==> src/gyro_filter_regs.svh <==
// Purpose: timing counts, settling-sample counts and field codes for the
//          gyroscope filter chain control block
// Assumes: 40 MHz system clock (25 ns period)
// Notes:   every timing count is a time divided by the clock period
`ifndef GYRO_FILTER_REGS_SVH
`define GYRO_FILTER_REGS_SVH

`define CLK_PERIOD_NS        25
`define WAKE_TIME_MS         70
`define WAKE_CYCLES          ((`WAKE_TIME_MS * 1000000) / `CLK_PERIOD_NS)
`define PD_FAST_TIME_US      1
`define PD_FAST_CYCLES       ((`PD_FAST_TIME_US * 1000) / `CLK_PERIOD_NS)
`define PD_SLOW_TIME_US      300
`define PD_SLOW_CYCLES       ((`PD_SLOW_TIME_US * 1000) / `CLK_PERIOD_NS)

`define DISCARD_ONE          4'h1
`define DISCARD_TWO          4'h2
`define HP_EXTRA_SAMPLES     4'h0

`define ODR_12HZ5            4'h1
`define ODR_26HZ             4'h2
`define ODR_52HZ             4'h3
`define ODR_104HZ            4'h4
`define ODR_208HZ            4'h5
`define ODR_417HZ            4'h6
`define ODR_833HZ            4'h7
`define ODR_1K66             4'h8
`define ODR_3K33             4'h9
`define ODR_6K66             4'hA

`define AUX_MODE_3           2'h2
`define AUX_MODE_4           2'h3

`endif

==> src/gyro_filter_pkg.sv <==
// Purpose: types for the gyroscope filter chain control block
// Assumes: nothing beyond the constants header
// Notes:   power modes are a plain two-bit code from the host
package gyro_filter_pkg;

  typedef enum logic [1:0] {
    PWR_DOWN   = 2'h0,
    PWR_SLEEP  = 2'h1,
    PWR_LPNORM = 2'h2,
    PWR_HIPERF = 2'h3
  } power_mode_t;

  typedef struct packed {
    logic       lowpass1_select;
    logic [2:0] lowpass1_bandwidth_field;
    logic       ui_highpass_enable;
    logic       stab_highpass_enable;
    logic [1:0] highpass_cutoff_code;
  } filter_cfg_t;

  typedef struct packed {
    logic       lp1_on_user;
    logic       lp1_on_stab;
    logic [2:0] lp1_bw;
    logic       lp2_bypass;
    logic       hp_on_user;
    logic       hp_on_stab;
    logic [1:0] hp_cutoff;
    logic       cfg_unsupported;
  } chain_route_t;

  typedef enum logic [3:0] {
    SEQ_OFF    = 4'h1,
    SEQ_WAKE   = 4'h2,
    SEQ_RUN    = 4'h4,
    SEQ_PDWAIT = 4'h8
  } pwr_state_t;

endpackage

==> src/gyro_filter_chain_control.sv <==
// Purpose: routes the gyro low-pass and high-pass stages for the user and
//          stabilization chains and marks settling samples invalid
// Assumes: sample_tick_in is a one-cycle pulse at the user output rate,
//          made on clk_in; config inputs come from registers on clk_in
// Notes:   one clock; every output registered
// Functional notes
// RULE_01 - first low-pass used only when select is 1; bandwidth from field
// RULE_02 - second low-pass follows rate, bypassed at 6.66 kHz
// RULE_03 - at 3333/6667 Hz with first low-pass on, codes 1xx unsupported
// RULE_04 - modes 3 and 4 give a user chain at any selectable rate
// RULE_05 - modes 3 and 4 give stabilization data at fixed 6.66 kHz
// RULE_06 - modes 3 and 4: first low-pass serves stabilization chain only
// RULE_07 - user high-pass enable wins the shared filter for user chain
// RULE_08 - else stabilization enable takes it; never both chains at once
// RULE_09 - software should not use first low-pass if modes 3/4 intended
// RULE_10 - power-mode change takes effect at end of current sample period
// RULE_11 - power-down exit takes 70 ms; low-power/normal discards one sample
// RULE_12 - power-down to high-performance: 70 ms plus settling samples
// RULE_13 - rate change in low-power/normal, or sleep exit, discards one
// RULE_14 - to high-perf two, high-perf rate change two, leaving it one
// RULE_15 - power-down within 1 us, or 300 us with accelerometer active
// RULE_16 - high-pass enabled by user enable, cutoff from two-bit code; outside modes 3 and 4 code also requires high-perf mode
// RULE_17 - high-pass settling added on entering high-perf with it enabled; code adds HP_EXTRA_SAMPLES, which is 0
// RULE_18 - discard counter loaded at each change, samples invalid until zero
`timescale 1ns/1ps
`include "gyro_filter_regs.svh"
`default_nettype none

module gyro_filter_chain_control
  import gyro_filter_pkg::*;
#(
  parameter int unsigned WAKE_CYCLES = `WAKE_CYCLES
) (
  input  wire logic         clk_in,
  input  wire logic         nrst_in,
  input  wire logic         sample_tick_in,
  input  wire logic         stab_tick_in,
  input  wire logic [1:0]   power_mode_in,
  input  wire logic [3:0]   odr_code_in,
  input  wire logic [1:0]   aux_mode_in,
  input  wire logic         accel_sensor_active_in,
  input  wire filter_cfg_t  cfg_in,
  output var chain_route_t  route_out,
  output logic [3:0]        user_odr_out,
  output logic              stab_sample_out,
  output logic [1:0]        power_mode_out,
  output logic              powered_out,
  output logic              sample_valid_out,
  output logic [3:0]        discard_left_out
);

  localparam int unsigned PD_FAST = `PD_FAST_CYCLES;
  localparam int unsigned PD_SLOW = `PD_SLOW_CYCLES;

  // ---------------------------------------------------------------
  // filter routing
  // ---------------------------------------------------------------
  chain_route_t route_next;
  logic         aux_mode;
  logic         fast_odr;

  always_comb begin
    aux_mode = (aux_mode_in == `AUX_MODE_3) || (aux_mode_in == `AUX_MODE_4);
    // judged on the active rate, not on a request still waiting for a tick
    fast_odr = (user_odr_out == `ODR_3K33) || (user_odr_out == `ODR_6K66);
    route_next = '0;
    route_next.lp1_bw = cfg_in.lowpass1_bandwidth_field; // [RULE_01]
    // in aux modes the first stage belongs to the stabilization chain
    route_next.lp1_on_user = cfg_in.lowpass1_select &&
                             !aux_mode; // [RULE_01] [RULE_06]
    route_next.lp1_on_stab = cfg_in.lowpass1_select && aux_mode; // [RULE_06]
    route_next.lp2_bypass = (power_mode_out != PWR_DOWN) &&
                            (user_odr_out == `ODR_6K66); // [RULE_02]
    route_next.cfg_unsupported = route_next.lp1_on_user && fast_odr &&
                                 cfg_in.lowpass1_bandwidth_field[2]; // [RULE_03]
    route_next.hp_cutoff = cfg_in.highpass_cutoff_code; // [RULE_16]
    if (aux_mode) begin
      route_next.hp_on_user = cfg_in.ui_highpass_enable; // [RULE_07]
      route_next.hp_on_stab = !cfg_in.ui_highpass_enable &&
                              cfg_in.stab_highpass_enable; // [RULE_08]
    end else begin
      route_next.hp_on_user = cfg_in.ui_highpass_enable &&
                              (power_mode_out == PWR_HIPERF); // [RULE_16]
      route_next.hp_on_stab = 1'b0;
    end
  end

  // stabilization chain runs at its own fixed-rate tick in aux modes only
  logic stab_sample_next;
  always_comb begin
    stab_sample_next = aux_mode && stab_tick_in && powered_out; // [RULE_05]
  end

  always_ff @(posedge clk_in) begin
    if (!nrst_in) begin
      route_out       <= '0;
      stab_sample_out <= 1'b0;
    end else begin
      route_out       <= route_next;
      stab_sample_out <= stab_sample_next;
    end
  end

  // ---------------------------------------------------------------
  // power sequencing and settling discard
  // ---------------------------------------------------------------
  pwr_state_t  state_reg, state_next;
  logic [31:0] timer_reg, timer_next;
  logic [1:0]  mode_reg, mode_next;
  logic [3:0]  odr_reg, odr_next;
  logic [3:0]  disc_reg, disc_next;
  logic        powered_next;
  logic        valid_next;
  logic        hp_prev_reg, hp_prev_next;
  logic [1:0]  req_mode;
  logic [3:0]  load;

  // samples to throw away for a move from one running setting to another
  function automatic logic [3:0] settle_count(input logic [1:0] from_m,
                                              input logic [1:0] to_m,
                                              input logic       hp_on);
    logic [3:0] n;
    n = `DISCARD_ONE;
    if (to_m == PWR_HIPERF) begin
      n = `DISCARD_TWO; // [RULE_14] [RULE_12]
      if (hp_on) begin
        n = n + `HP_EXTRA_SAMPLES; // [RULE_17]
      end
    end else if (from_m == PWR_HIPERF) begin
      n = `DISCARD_ONE; // [RULE_14]
    end
    return n;
  endfunction

  always_comb begin
    req_mode     = power_mode_in;
    state_next   = state_reg;
    timer_next   = timer_reg;
    mode_next    = mode_reg;
    odr_next     = odr_reg;
    disc_next    = disc_reg;
    powered_next = powered_out;
    // enable edge judged at the sample boundary so a mid-period rise counts
    hp_prev_next = (state_reg == SEQ_RUN && !sample_tick_in) ?
                   hp_prev_reg : cfg_in.ui_highpass_enable;
    load         = 4'h0;
    unique case (state_reg)
      SEQ_OFF: begin
        if (req_mode != PWR_DOWN) begin
          state_next = SEQ_WAKE; // [RULE_11]
          timer_next = WAKE_CYCLES;
          mode_next  = req_mode;
          odr_next   = odr_code_in;
        end
      end
      SEQ_WAKE: begin
        if (timer_reg <= 32'h1) begin
          state_next   = SEQ_RUN;
          powered_next = 1'b1;
          if (mode_reg == PWR_SLEEP) begin
            disc_next = 4'h0; // [RULE_11]
          end else begin
            disc_next = settle_count(PWR_DOWN, mode_reg, // [RULE_11] [RULE_12]
                                     cfg_in.ui_highpass_enable);
          end
        end else begin
          timer_next = timer_reg - 32'h1;
        end
      end
      SEQ_RUN: begin
        // changes wait for the sample boundary so output timing holds
        if (sample_tick_in) begin // [RULE_10]
          if (disc_reg != 4'h0) begin
            disc_next = disc_reg - 4'h1; // [RULE_18]
          end
          if (req_mode == PWR_DOWN) begin
            state_next   = SEQ_PDWAIT; // [RULE_15]
            timer_next   = accel_sensor_active_in ? PD_SLOW : PD_FAST;
            powered_next = 1'b0;
            disc_next    = 4'h0;
          end else if (req_mode != mode_reg || odr_code_in != odr_reg) begin
            mode_next = req_mode;
            odr_next  = odr_code_in;
            if (req_mode == PWR_SLEEP) begin
              load = 4'h0;
            end else if (mode_reg == PWR_SLEEP) begin
              load = (req_mode == PWR_HIPERF) ?
                     settle_count(PWR_DOWN, req_mode,
                                  cfg_in.ui_highpass_enable) :
                     `DISCARD_ONE; // [RULE_13]
            end else begin
              load = settle_count(mode_reg, req_mode,
                                  cfg_in.ui_highpass_enable); // [RULE_13] [RULE_14]
            end
            disc_next = load; // [RULE_18]
          end else if (cfg_in.ui_highpass_enable && !hp_prev_reg &&
                       mode_reg == PWR_HIPERF) begin
            disc_next = disc_reg + `HP_EXTRA_SAMPLES; // [RULE_17]
          end
        end
      end
      SEQ_PDWAIT: begin
        if (timer_reg <= 32'h1) begin
          state_next = SEQ_OFF; // [RULE_15]
          mode_next  = PWR_DOWN;
        end else begin
          timer_next = timer_reg - 32'h1;
        end
      end
      default: begin
        state_next = SEQ_OFF;
      end
    endcase
    valid_next = powered_next && (mode_next != PWR_SLEEP) &&
                 (disc_next == 4'h0); // [RULE_18]
  end

  always_ff @(posedge clk_in) begin
    if (!nrst_in) begin
      state_reg        <= SEQ_OFF;
      timer_reg        <= 32'h0;
      mode_reg         <= PWR_DOWN;
      odr_reg          <= 4'h0;
      disc_reg         <= 4'h0;
      hp_prev_reg      <= 1'b0;
      powered_out      <= 1'b0;
      sample_valid_out <= 1'b0;
    end else begin
      state_reg        <= state_next;
      timer_reg        <= timer_next;
      mode_reg         <= mode_next;
      odr_reg          <= odr_next;
      disc_reg         <= disc_next;
      hp_prev_reg      <= hp_prev_next;
      powered_out      <= powered_next;
      sample_valid_out <= valid_next;
    end
  end

  always_ff @(posedge clk_in) begin
    if (!nrst_in) begin
      power_mode_out   <= 2'h0;
      user_odr_out     <= 4'h0;
      discard_left_out <= 4'h0;
    end else begin
      power_mode_out   <= mode_next;
      user_odr_out     <= odr_next; // [RULE_04]
      discard_left_out <= disc_next;
    end
  end
endmodule

`default_nettype wire

==> config.mk <==
export PLATFORM = sky130hd
export DESIGN_NAME = gyro_filter_chain_control
export DESIGN_NICKNAME = d
export VERILOG_FILES = /design/src/gyro_filter_pkg.sv /design/src/gyro_filter_chain_control.sv
export VERILOG_INCLUDE_DIRS = /design/src
export SDC_FILE = /design/constraint.sdc
export NUM_CORES = 1
export LEC_CHECK = 0
export CORE_MARGIN = 2
export CORE_UTILIZATION = 45
export CTS_BUF_LIST = sky130_fd_sc_hd__clkbuf_16
export CTS_CLUSTER_SIZE = 25
export DETAILED_ROUTE_END_ITERATION = 8
export DONT_BUFFER_PORTS = 1
export HOLD_SLACK_MARGIN = 0.03
export PLACE_DENSITY_LB_ADDON = 0.05
export SKIP_LAST_GASP = 1
export SYNTH_ARGS = -nofsm -noshare
export SYNTH_HDL_FRONTEND = slang
export SYNTH_SLANG_ARGS = --single-unit
export TNS_END_PERCENT = 1
==> constraint.sdc <==
create_clock -name clk_in -period 4 [get_ports clk_in]
set_clock_uncertainty 0.1 [all_clocks]
set_input_delay 0 -clock clk_in [delete_from_list [all_inputs] [get_ports clk_in]]
set_output_delay 0 -clock clk_in [all_outputs]
set_load 0.02 [all_outputs]
Word-level counts from Yosys, hierarchy flattened
Index checks and enable logic that the tools add are counted.
{"block": "op_classes", "magnitude_cmp": 1, "n_eq_ne": 23, "reduce_logical": 33, "add_sub_neg": 2, "muxes": 39}
{"op": "two-way mux 32 bit", "count": 4}
{"op": "one-hot mux 32 bit (3 select lines)", "count": 1}
{"op": "two-way mux 4 bit", "count": 15}
{"op": "<= comparator 32 x 1 -> 1 bit (second input constant)", "count": 1}
{"op": "subtractor 32 x 1 -> 32 bit (second input constant)", "count": 1}
{"op": "two-way mux 2 bit", "count": 10}
{"op": "one-hot mux 4 bit (2 select lines)", "count": 2}
{"op": "one-hot mux 4 bit (4 select lines)", "count": 1}
{"op": "AND reduction 5 bit", "count": 3}
{"op": "logical AND 1 bit", "count": 14}
{"op": "two-way mux 14 bit", "count": 1}
{"op": "== test 4 bit (second input constant)", "count": 3}
{"op": "!= test 2 bit (second input constant)", "count": 6}
{"op": "== test 2 bit (second input constant)", "count": 4}
{"op": "!= test 2 x 1 -> 1 bit (second input constant)", "count": 3}
{"op": "one-hot mux 2 bit (3 select lines)", "count": 1}
{"op": "nonzero test 2 bit", "count": 3}
{"op": "== test 2 x 1 -> 1 bit (second input constant)", "count": 2}
{"op": "== test 4 x 1 -> 1 bit (second input constant)", "count": 1}
{"op": "== test 4 x 2 -> 1 bit (second input constant)", "count": 1}
{"op": "== test 4 x 3 -> 1 bit (second input constant)", "count": 1}
{"op": "logical NOT 1 bit", "count": 4}
{"op": "logical NOT 4 bit", "count": 1}
{"op": "!= test 4 bit", "count": 1}
{"op": "10 further kinds", "count": 14}
{"block": "totals", "ff_bits": 61, "output_inout_bits": 24, "in_bits": 21, "wordCells": 115}

Longest topological paths before layout
Gate-level depths: netlist of the first run.
{"block": "depth", "word_depth": 10, "mapped_depth": 9, "ltp_nobuf": 9}

Least setup slack after synthesis of the first run
No wires, ideal clock.
{"block": "synth_timing", "path_kind": "register to register", "startpoint": "register timer_reg[18]", "endpoint": "register timer_reg[20]", "slack_ps": 1259, "setup_time_ps": 128, "synth_period_minus_slack_ps": 2741, "t_arrival_ps": 2513, "stages_incl_launch_ff": 9, "required_time_ps": 3772, "n_path_buf": 1, "cell_sequence": "dfxtp_1 or4_4 or4_4 nor4_4 o211ai_2 buf_6 nand4_1 xor2_1 nor2_1"}
{"block": "synth_via", "elab_chain_len": 3, "word_cells_on_any_way": 6, "classes_between": "add/sub (1); order compare (1); eq/ne (1); mux (2); reduce/logical (1)"}
{"element": "start: declaration", "line": "gyro_filter_chain_control.sv:108", "rtl": "logic [31:0] timer_reg, timer_next;"}
{"element": "start signal: assignment", "line": "gyro_filter_chain_control.sv:230", "rtl": "timer_reg <= timer_next;"}
{"element": "subtractor 32 x 1 -> 32 bit / <= comparator 32 x 1 -> 1 bit (equally long branches)"}
{"element": "two-way mux 32 bit / != test 2 bit (equally long branches)"}
{"element": "one-hot mux 32 bit (3 select lines) / AND reduction 5 bit (equally long branches)"}
Parallel ways exist; a longest one is shown, timed or not. The select of a mux whose other input is x is not followed.
A chain may end at the register's enable or synchronous reset.

Worst setup path in the final report of the first run
{"block": "layout_timing", "startpoint": "register timer_reg[18]", "endpoint": "register timer_reg[30]"}
The elaborated chain is that of the path after synthesis.

==> flow_metrics.py, run 1 <==
metrics = {
    "run_status": {
        "status": "finished clean",
    },
    "floorplan": {
        "initial_core_util_pct": 46.7,
        "ioPinCount": 45,
        "die_w_um": 88.0,
        "dieArea_mm2": 0.00774,
        "dieHeight_um": 88.0,
        "fp-row-count": 30,
        "coreArea_mm2": 0.00679,
    },
    "sta": {
        "maxSlewViolCount": 0,
        "fin_ws_ns": 0.638,
        "setup_violations": 0,
        "fin_crit_ns": 3.36,
        "max_freq_mhz": 297,
        "finalCritPeriodShare_pct": 84.1,
        "rsz0062_at_grt": "no",
        "worstMarginPinSlew_ns": 1.09,
        "relSlewSlack_pct": 26.9,
        "tns_ns": 0,
        "hold_viol": 0,
    },
    "worst_setup_path": {
        "crit-reg2reg-launch": "timer_reg[18]$_SDFFE_PN0P_",
        "cp.required_ns": 4.08,
        "slowest_delay_ns": 0.60,
        "cp.arrival_ns": 3.45,
        "critPathKind": "flop to flop",
        "crit_top_cell": "or4_4",
        "cp_max_fo": 26,
        "cp_slowest_cell": "or4_4",
        "startpoint": "timer_reg[18]$_SDFFE_PN0P_",
        "path_cells": "or4_4 > or4_4 > nor4_4 > o211ai_2 > nand4_1 > xor2_1 > nor2_1",
        "crit_path_start_kind": "flop",
        "cp-end-kind": "flop",
    },
    "synth": {
        "synth-seq-cells": 61,
        "netlist_instances": 391,
        "yosysWarnings": 0,
        "synth_cell_types": 54,
        "synth_area_mm2": 0.00317,
        "ys_seq_area_share_pct": 38.5,
        "synth_nets": 415,
        "synth_edf_count": 0,
        "yosysTopAreaCell": "dfxtp_1",
        "ys.flop_type": "dfxtp_1",
        "yosysMostFrequentCell": "dfxtp_1",
        "synth-async-reset-ratio_pct": 0,
        "yosys.area.top_type_share_pct": 38.5,
        "synth_top_cells_by_area": "dfxtp_1 38%, o21ai_0 6.5%, nor2_1 5.2%",
        "avgSynthCellArea_um2": 8.12,
        "synthTopCellsByCount": "61 x dfxtp_1, 44 x nor2_1, 41 x o21ai_0, 26 x nand2_1, 18 x a21oi_1",
    },
    "detailed_routing": {
        "top_layer_used": "met4",
        "drt-total-wl_um": 8160,
        "ant_nets": 0,
        "vias": 2921,
        "drtPass1Iterations": 5,
        "dr_wl_met3_um": 520,
        "m1WireLength_um": 3920,
        "routed_via_density": 5.68,
        "met2_length_um": 3630,
        "post_drt_wl_per_cell_um": 15.9,
        "drtIter0Drc": 171,
        "remaining_drc_errors": 0,
    },
    "grt": {
        "grt_overflow": 0,
        "grt_pass1_vias": 2687,
        "grt_pass1_wl_um": 13000,
        "grt_usage_pct": 21.6,
        "grt_antenna_before_repair": 0,
        "grt_max_degree": 44,
    },
    "clock_network": {
        "path_clk_slew_ns": 0.06,
        "cts_buffers": 9,
        "clock_latency_ns": 0.32,
        "cts_root_buffer": "clkbuf_16",
        "htree_levels": 3,
        "post_cts_buffers": 0,
        "cts_tree": "built",
        "clock_path_buffers": 2,
        "clock-sinks": 61,
    },
    "layout": {
        "fin_util_pct": 57.2,
        "layout.nets": 437,
        "diodes": 0,
        "fin_cells": 514,
        "drive_gt1_share_pct": 8.61,
        "area_growth_pct": 22.5,
        "largest_register_ffs": 32,
    },
    "placed_design": {
        "numPortBuffers": 0,
        "pre_cts_ws_ns": 0.663,
        "routabilityCongestion": 0.888,
        "dpl.cell_count": 472,
        "dp_hpwl_um": 5150,
    },
    "worst_hold_path": {
        "hold_path_class": "input port to flop",
        "hold_start": "power_mode_in[0]",
    },
    "power": {
        "irDropWorstVdd_mv": 0.372,
        "powerDensity_mw_per_mm2": 553,
        "leakagePower_nw": 1.49,
        "finalPower_w": 0.00215,
    },
    "run": {
        "cap_violations": 0,
    },
}
[cell usage in the layout (no fill, tap or decap), types with 5 or more instances in the layout]
master / netlist / final
nand2_1: 26 / 26
a21oi_1: 18 / 18
and2_1: 12 / 12
inv_1: 10 / 10
nand3_1: 9 / 9
mux2i_1: 5 / 5
a21boi_0: 8 / 8
nor4_1: 11 / 11
clkbuf_16: 0 / 9
xnor2_1: 7 / 7
nor2b_1: 11 / 11
xor2_1: 16 / 16
nor3_1: 11 / 11
o21ai_0: 41 / 41
nor2_1: 44 / 44
a31oi_1: 6 / 6
nand4_1: 7 / 7
dfxtp_1: 61 / 61
or3_1: 6 / 6
dlygate4sd3_1: 0 / 25
[worst paths after layout]
check	end	slack, ns	cells after the start
worst min-delay path	user_odr_out[2]$_SDFFE_PN0P_	0.05	3
worst max-delay path	timer_reg[30]$_SDFFE_PN0P_	0.64	7
worst min register to register	hp_prev_reg$_SDFFE_PN0N_	0.36	2
worst max register to register	timer_reg[30]$_SDFFE_PN0P_	0.64	7
[cells by family (layout without fill, tap and decap cells)]
kind of cell / count (synthesis) / count (layout) / share of synthesized area, %
XOR/XNOR: 23 / 23 / 6.35
buffers and inverters: 29 / 56 / 3.79
flip-flops: 61 / 61 / 38.5
multiplexers: 5 / 5 / 1.58
adder cells (fa/ha/maj): 3 / 3 / 1.18
AO/OA/AOI/OAI: 101 / 101 / 19.4
AND/OR/NAND/NOR: 169 / 169 / 29.2
[per-layer routing]
metal	vias up	track usage [%]
li1	1453	-
met1	1344	29.7
met2	113	33.5
met3	11	5.09
met4	0	6.99
met5	-	0
[area by class of cell]
type	count	area [um^2]
clock buffer	9	225
clock inverter	7	145
sequential	61	1220
tap	96	120
multi-input combinational	301	1840
timing repair buffer	30	300
inverter	10	37.5
fill	600	2910
[critical path: cells and delay by family (launching register included)]
family | cells | cell delay [ns]
xor+xnor | 1 | 0.17
compound gates | 1 | 0.55
flops | 1 | 0.35
simple gates | 5 | 2.05
[report_power, final]
group          switching [W]  total, W  leakage [nW]  internal [W]
clock network       0.000284  0.000960         0.177      0.000675
logic               0.000281  0.000459         0.811      0.000178
registers          0.0000724  0.000731         0.499      0.000658
[per-stage QoR]
stage / instance area, um^2 / hold slack [ns]
floorplan: 3170 / 0.0174
global placement: 3250 / -0.0132
detailed placement: 3250 / -0.0125
CTS: 3890 / 0.0439
global route: 3890 / 0.0713
finish: 3890 / 0.0459
[timing repair]
item	in CTS	in global routing
hold buffers	26	0
resized for setup	0	0
endpoints found under the setup margin	0	0
hold endpoints to repair	45	0
(Power assumes the default switching activity.)
==> run 2, diff against run 1 <==
==> constraint.sdc (replaced) <==
create_clock -name clk_in -period 2.85 [get_ports clk_in]
set_clock_uncertainty 0.1 [all_clocks]
set_input_delay 0 -clock clk_in [delete_from_list [all_inputs] [get_ports clk_in]]
set_output_delay 0 -clock clk_in [all_outputs]
set_load 0.02 [all_outputs]
==> run 2 against run 1 <==
  * Core utilization grew 2.5 points
  * Sequential cell count is the same
  * Die area is the same
  * Power grew 38%
  * Combinational power grew 78%
  * Worst hold slack lost 0.0094 ns
  * First-iteration DRC count grew 2.3%
  * Global-route usage grew 0.84 points
  * Wire length grew 3.3%
==> flow_metrics.py, run 2 (synthesized netlist as in run 1, its figures left out) <==
metrics = {
    "sta": {
        "max_freq_mhz": 357,
        "setup_violations": 0,
        "hold-worst-slack_ns": 0.0365,
        "rsz0062_at_grt": "yes",
        "hold_viol": 0,
        "relSlewSlack_pct": 51.4,
        "maxSlewViolCount": 0,
        "fin_crit_ns": 2.80,
        "finalCritPeriodShare_pct": 98.2,
        "worstMarginPinSlew_ns": 0.728,
        "tns_ns": 0,
    },
    "layout": {
        "layout_commonest_cell": "dfxtp_1",
        "multi_input_area_mm2": 0.00185,
        "final_cell_mix": "60 x dfxtp_1, 44 x nor2_1, 40 x o21ai_0",
        "largest_register_ffs": 32,
        "diodes": 0,
        "fill_cells": 595,
        "drive_gt1_share_pct": 13.4,
        "layout.nets": 460,
        "regArea_mm2": 0.00122,
        "area_growth_pct": 28.0,
    },
    "floorplan": {
        "initial_core_util_pct": 46.7,
        "coreArea_mm2": 0.00679,
        "fp-row-count": 30,
        "dieArea_mm2": 0.00774,
        "dieHeight_um": 88.0,
        "die_w_um": 88.0,
        "ioPinCount": 45,
    },
    "placed_design": {
        "dp_hpwl_um": 5450,
        "numPortBuffers": 0,
        "routabilityCongestion": 0.836,
    },
    "worst_setup_path": {
        "critPathKind": "flop to flop",
        "cp_max_fo": 7,
        "crit_top_cell": "or4_4",
        "cp.required_ns": 2.94,
        "crit_path_start_kind": "flop",
        "cp_slowest_cell": "or4_4",
        "worst_r2r_path_depth": 9,
        "cp.arrival_ns": 2.89,
        "slowest_delay_ns": 0.54,
        "cp-end-kind": "flop",
        "path_cells": "or4_4 > or4_4 > nor4_4 > buf_4 > o211ai_4 > buf_12 > nand4_1 > xor2_1 > nor2_1",
    },
    "detailed_routing": {
        "drt-total-wl_um": 8430,
        "drtIter0Drc": 175,
        "post_drt_wl_per_cell_um": 15.7,
        "drtPass1Iterations": 4,
        "routed_via_density": 5.57,
        "remaining_drc_errors": 0,
        "vias": 2989,
        "ant_nets": 0,
    },
    "clock_network": {
        "clock_latency_ns": 0.33,
        "cts_buffers": 9,
        "cts_tree": "built",
        "htree_levels": 3,
        "path_clk_slew_ns": 0.05,
        "cts_root_buffer": "clkbuf_16",
        "clock-sinks": 61,
        "clock_path_buffers": 2,
    },
    "grt": {
        "grt_overflow": 0,
        "grt_pass1_wl_um": 13300,
        "grt_antenna_before_repair": 0,
        "grt_usage_pct": 22.5,
        "grt_max_degree": 44,
        "grt_pass1_vias": 2762,
    },
    "power": {
        "powerDensity_mw_per_mm2": 729,
        "intPower_w": 0.00205,
        "seqPwrFrac_pct": 34.3,
        "clkPwrFrac_pct": 38.2,
        "finalPower_w": 0.00296,
        "irDropWorstVdd_mv": 0.338,
        "combPwrFrac_pct": 27.6,
        "leakagePower_nw": 1.60,
        "p_sw_share_pct": 30.9,
        "switching_power_w": 0.000914,
    },
    "run": {
        "cap_violations": 0,
    },
    "worst_hold_path": {
        "hold_path_class": "input port to flop",
        "min_path_cells": 4,
    },
    "run_status": {
        "status": "finished clean",
    },
}
-- run 2: cell count changes in the layout (fill, tap and decap cells not counted), moves of 2 or more --
| cell | before | now |
|---|---|---|
| dlygate4sd3_1 | 25 | 22 |
| buf_4 | 4 | 26 |
| clkbuf_16 | 9 | 11 |
| inv_6 | 2 | 0 |
| buf_12 | 1 | 3 |
| bufinv_16 | 4 | 2 |
| inv_1 | 10 | 12 |
| clkinv_1 | 0 | 2 |
-- run 2: area by class of cell --
cell class,instances,share of cell area [%]
tap,96,2.96
sequential,61,30.1
multi-input combinational,301,45.5
clock inverter,7,2.03
inverter,10,0.925
timing repair buffer,53,12.9
clock buffer,9,5.55
-- run 2: what timing repair did --
| item | 4_1_cts | 5_1_grt |
|---|---|---|
| hold buffers | 23 | 0 |
| gates cloned | 0 | 2 |
| setup buffers | 2 | 0 |
| endpoints found under the setup margin | 1 | 17 |
| pin swaps | 1 | 8 |
| resized for setup | 0 | 3 |
| hold endpoints to repair | 45 | 0 |
-- run 2: metal layers --
| layer | share of wire [%] | track usage (%) | wire length (um) | vias to the layer above |
|---|---|---|---|---|
| li1 | - | - | - | 1499 |
| met1 | 50 | 31.8 | 4180 | 1380 |
| met2 | 42 | 32.6 | 3540 | 98 |
| met3 | 6.7 | 5.47 | 561 | 12 |
| met4 | 1.7 | 9.23 | 144 | 0 |
| met5 | 0 | 0 | 0 | - |
-- run 2: through the flow --
step                utilization (%)  setup WS [ns]  area, um^2  cells
floorplan                         -          0.109        3170    391
global placement               50.6         0.0307        3440    494
detailed placement             50.6        0.00438        3440    494
CTS                            58.9        0.00578        4000    535
global route                   59.8        -0.0680        4060    537
finish                         59.8         0.0510        4060    537
-- run 2: critical path, delay by kind of cell, from the launching register on --
kind | cells | cell delay [ns]
AND/OR/NAND/NOR | 5 | 1.59
AO/OA/AOI/OAI | 1 | 0.11
buffers and inverters | 2 | 0.38
flip-flops | 1 | 0.31
XOR/XNOR | 1 | 0.16
-- run 2: power by group through the flow --
stage	registers (W)	clock network, W	logic (W)
2_1_floorplan	0.00101	0	0.000489
3_3_place_gp	0.00103	0	0.000714
3_5_place_dp	0.00103	0	0.000716
4_1_cts	0.00101	0.00115	0.000764
5_1_grt	0.00103	0.00118	0.000899
6_report	0.00102	0.00113	0.000816
-- run 2: final timing paths --
check / from / endpoint / slack, ns
max: timer_reg[20]$_SDFFE_PN0P_ / timer_reg[20]$_SDFFE_PN0P_ / 0.05
min: accel_sensor_active_in / timer_reg[7]$_SDFFE_PN0P_ / 0.04
max reg2reg: timer_reg[20]$_SDFFE_PN0P_ / timer_reg[20]$_SDFFE_PN0P_ / 0.05
min reg2reg: hp_prev_reg$_SDFFE_PN0N_ / hp_prev_reg$_SDFFE_PN0N_ / 0.37
==> run 3, diff against run 2 <==
--- a/config.mk
+++ b/config.mk
@@ -6,8 +6,9 @@
 export SDC_FILE = /design/constraint.sdc
 export NUM_CORES = 1
 export LEC_CHECK = 0
-export CORE_MARGIN = 2
-export CORE_UTILIZATION = 45
+export ABC_CLOCK_PERIOD_IN_PS = 2850
+export CORE_MARGIN = 1.5
+export CORE_UTILIZATION = 30
 export CTS_BUF_LIST = sky130_fd_sc_hd__clkbuf_16
 export CTS_CLUSTER_SIZE = 25
 export DETAILED_ROUTE_END_ITERATION = 8
==> run 3 against run 2 <==
  * Highest routed layer unchanged
  * Core utilization fell by 20 points
  * Register-to-register slack got worse by 0.03 ns
  * Sequential share of layout area fell by 0.50 points
  * Sequential cell count did not move
  * Power rose by 1.3%
  * Non-clock buffer count rose by 4
  * Critical endpoint is now user_odr_out[1]$_SDFFE_PN0P_
==> flow_metrics.py, run 3 (synthesized netlist as in run 1, its figures left out) <==
metrics = {
    "worst_setup_path": {
        "slowest_delay_ns": 0.54,
        "path_cells": "buf_4 > xor2_1 > nor4_1 > buf_4 > a21oi_1 > o22ai_1 > mux2i_1 > nor2b_1 > dlygate4sd3_1",
        "cp_slowest_cell": "dlygate4sd3_1",
        "r2r-end": "user_odr_out[1]$_SDFFE_PN0P_",
        "cp_max_fo": 6,
        "worst_r2r_path_depth": 9,
        "crit_top_cell": "buf_4",
        "cp.required_ns": 2.97,
        "cp-end-kind": "flop",
        "crit_path_start_kind": "flop",
        "ff2ff_setup_slack_ns": 0.02,
        "cp.arrival_ns": 2.95,
        "critPathKind": "flop to flop",
        "crit-reg2reg-launch": "power_mode_out[1]$_SDFF_PN0_",
    },
    "layout": {
        "diodes": 0,
        "regArea_mm2": 0.00122,
        "multi_input_area_mm2": 0.00184,
        "largest_register_ffs": 32,
        "final_cell_mix": "61 x dfxtp_1, 44 x nor2_1, 40 x o21ai_0",
        "fill_cells": 1070,
        "layout.nets": 464,
        "layout_commonest_cell": "dfxtp_1",
        "fin_cells": 581,
        "area_growth_pct": 30.0,
        "drive_gt1_share_pct": 13.7,
    },
    "sta": {
        "setup_violations": 0,
        "fin_ws_ns": 0.0215,
        "fin_crit_ns": 2.83,
        "rsz0062_at_grt": "yes",
        "maxSlewViolCount": 0,
        "worstMarginPinSlew_ns": 0.573,
        "hold-worst-slack_ns": 0.0402,
        "relSlewSlack_pct": 61.8,
        "hold_viol": 0,
        "finalCritPeriodShare_pct": 99.2,
        "tns_ns": 0,
        "max_freq_mhz": 354,
    },
    "grt": {
        "grt_pass1_wl_um": 15300,
        "grt_overflow": 0,
        "grt_pass1_vias": 2954,
        "grt_antenna_before_repair": 0,
        "grt_usage_pct": 17.6,
        "grt_max_degree": 45,
    },
    "detailed_routing": {
        "routed_via_density": 5.14,
        "remaining_drc_errors": 0,
        "post_drt_wl_per_cell_um": 16.2,
        "vias": 2986,
        "drtPass1Iterations": 4,
        "drtIter0Drc": 119,
        "drt-total-wl_um": 9400,
        "ant_nets": 0,
    },
    "power": {
        "irDropWorstVdd_mv": 0.239,
        "leakagePower_nw": 1.61,
        "powerDensity_mw_per_mm2": 727,
    },
    "run": {
        "cap_violations": 0,
    },
    "clock_network": {
        "cts_buffers": 9,
        "cts_tree": "built",
        "clock-sinks": 61,
        "cts_root_buffer": "clkbuf_16",
        "clock_latency_ns": 0.33,
        "clock_path_buffers": 2,
        "path_clk_slew_ns": 0.06,
        "post_cts_buffers": 0,
        "htree_levels": 3,
    },
    "placed_design": {
        "dp_hpwl_um": 6350,
        "routabilityCongestion": 0.804,
        "dpl.cell_count": 537,
        "numPortBuffers": 0,
        "pre_cts_ws_ns": -0.0110,
    },
    "floorplan": {
        "dieArea_mm2": 0.0112,
        "die_w_um": 106,
        "dieHeight_um": 106,
        "ioPinCount": 45,
        "fp-row-count": 37,
        "initial_core_util_pct": 30.9,
        "coreArea_mm2": 0.0103,
    },
    "worst_hold_path": {
        "min_path_cells": 3,
        "hold_path_class": "input port to flop",
        "min_to": "user_odr_out[0]$_SDFFE_PN0P_",
        "hold_start": "power_mode_in[0]",
    },
    "run_status": {
        "status": "finished clean",
    },
}
run 3: cell types whose count changed in the layout (fill, tap and decap cells not counted), moves of 2 or more:
cell,previous run,this run
inv_1,12,10
clkbuf_16,11,9
dlygate4sd3_1,22,27
clkinv_4,0,2
clkinv_1,2,0
run 3: area by class of cell:
type | count | share of cell area (%)
well taps | 136 | 4.13
flip-flops and latches | 61 | 29.6
clock buffers | 9 | 5.46
repair buffers | 57 | 12.9
inverters | 10 | 0.910
multi-input cells | 301 | 44.6
clock inverters | 7 | 2.40
run 3: worst max-delay path by stage:
stage,start,endpoint,slack [ns],cells after the start
global route,timer_reg[18]$_SDFFE_PN0P_,sample_valid_out$_SDFF_PN0_,-0.11,8
global placement,timer_reg[18]$_SDFFE_PN0P_,sample_valid_out$_SDFF_PN0_,0.03,8
finish,power_mode_out[1]$_SDFF_PN0_,user_odr_out[1]$_SDFFE_PN0P_,0.02,9
detailed placement,timer_reg[18]$_SDFFE_PN0P_,sample_valid_out$_SDFF_PN0_,-0.01,8
floorplan,timer_reg[18]$_SDFFE_PN0P_,timer_reg[20]$_SDFFE_PN0P_,0.11,8
CTS,timer_reg[18]$_SDFFE_PN0P_,sample_valid_out$_SDFF_PN0_,0.02,8
run 3: worst max-delay path: cells and delay by family, from the launching register on:
| kind | cells | cell delay (ns) |
|---|---|---|
| buf+inv | 3 | 0.94 |
| compound gates | 2 | 0.55 |
| flops | 1 | 0.45 |
| simple gates | 2 | 0.35 |
| mux | 1 | 0.26 |
| xor+xnor | 1 | 0.07 |
run 3: layer usage:
| layer | vias to the layer above | GRT usage, % | wire length [um] |
|---|---|---|---|
| li1 | 1508 | - | - |
| met1 | 1410 | 25.0 | 4790 |
| met2 | 57 | 25.9 | 4080 |
| met3 | 11 | 3.34 | 396 |
| met4 | 0 | 6.95 | 133 |
| met5 | - | 0 | 0 |
run 3: what timing repair did:
item,CTS,global route
hold buffers,28,0
pin swaps,1,0
resized for setup,0,1
hold endpoints to repair,61,0
endpoints found under the setup margin,1,2
run 3: power breakdown:
group | leakage (nW) | switching, W | internal (W) | total (W)
Clock | 0.156 | 0.000428 | 0.000770 | 0.00120
Sequential | 0.499 | 0.0000940 | 0.000924 | 0.00102
Combinational | 0.959 | 0.000439 | 0.000345 | 0.000784
run 3: per-stage QoR:
step | utilization (%) | cell area (um^2) | total power, W
after global placement | 34.1 | 3510 | 0.00178
after detailed placement | 34.1 | 3510 | 0.00178
after global routing | 40.1 | 4120 | 0.00316
final | 40.1 | 4120 | 0.00300
after CTS | 40.1 | 4120 | 0.00303
after floorplan | - | 3170 | 0.00150
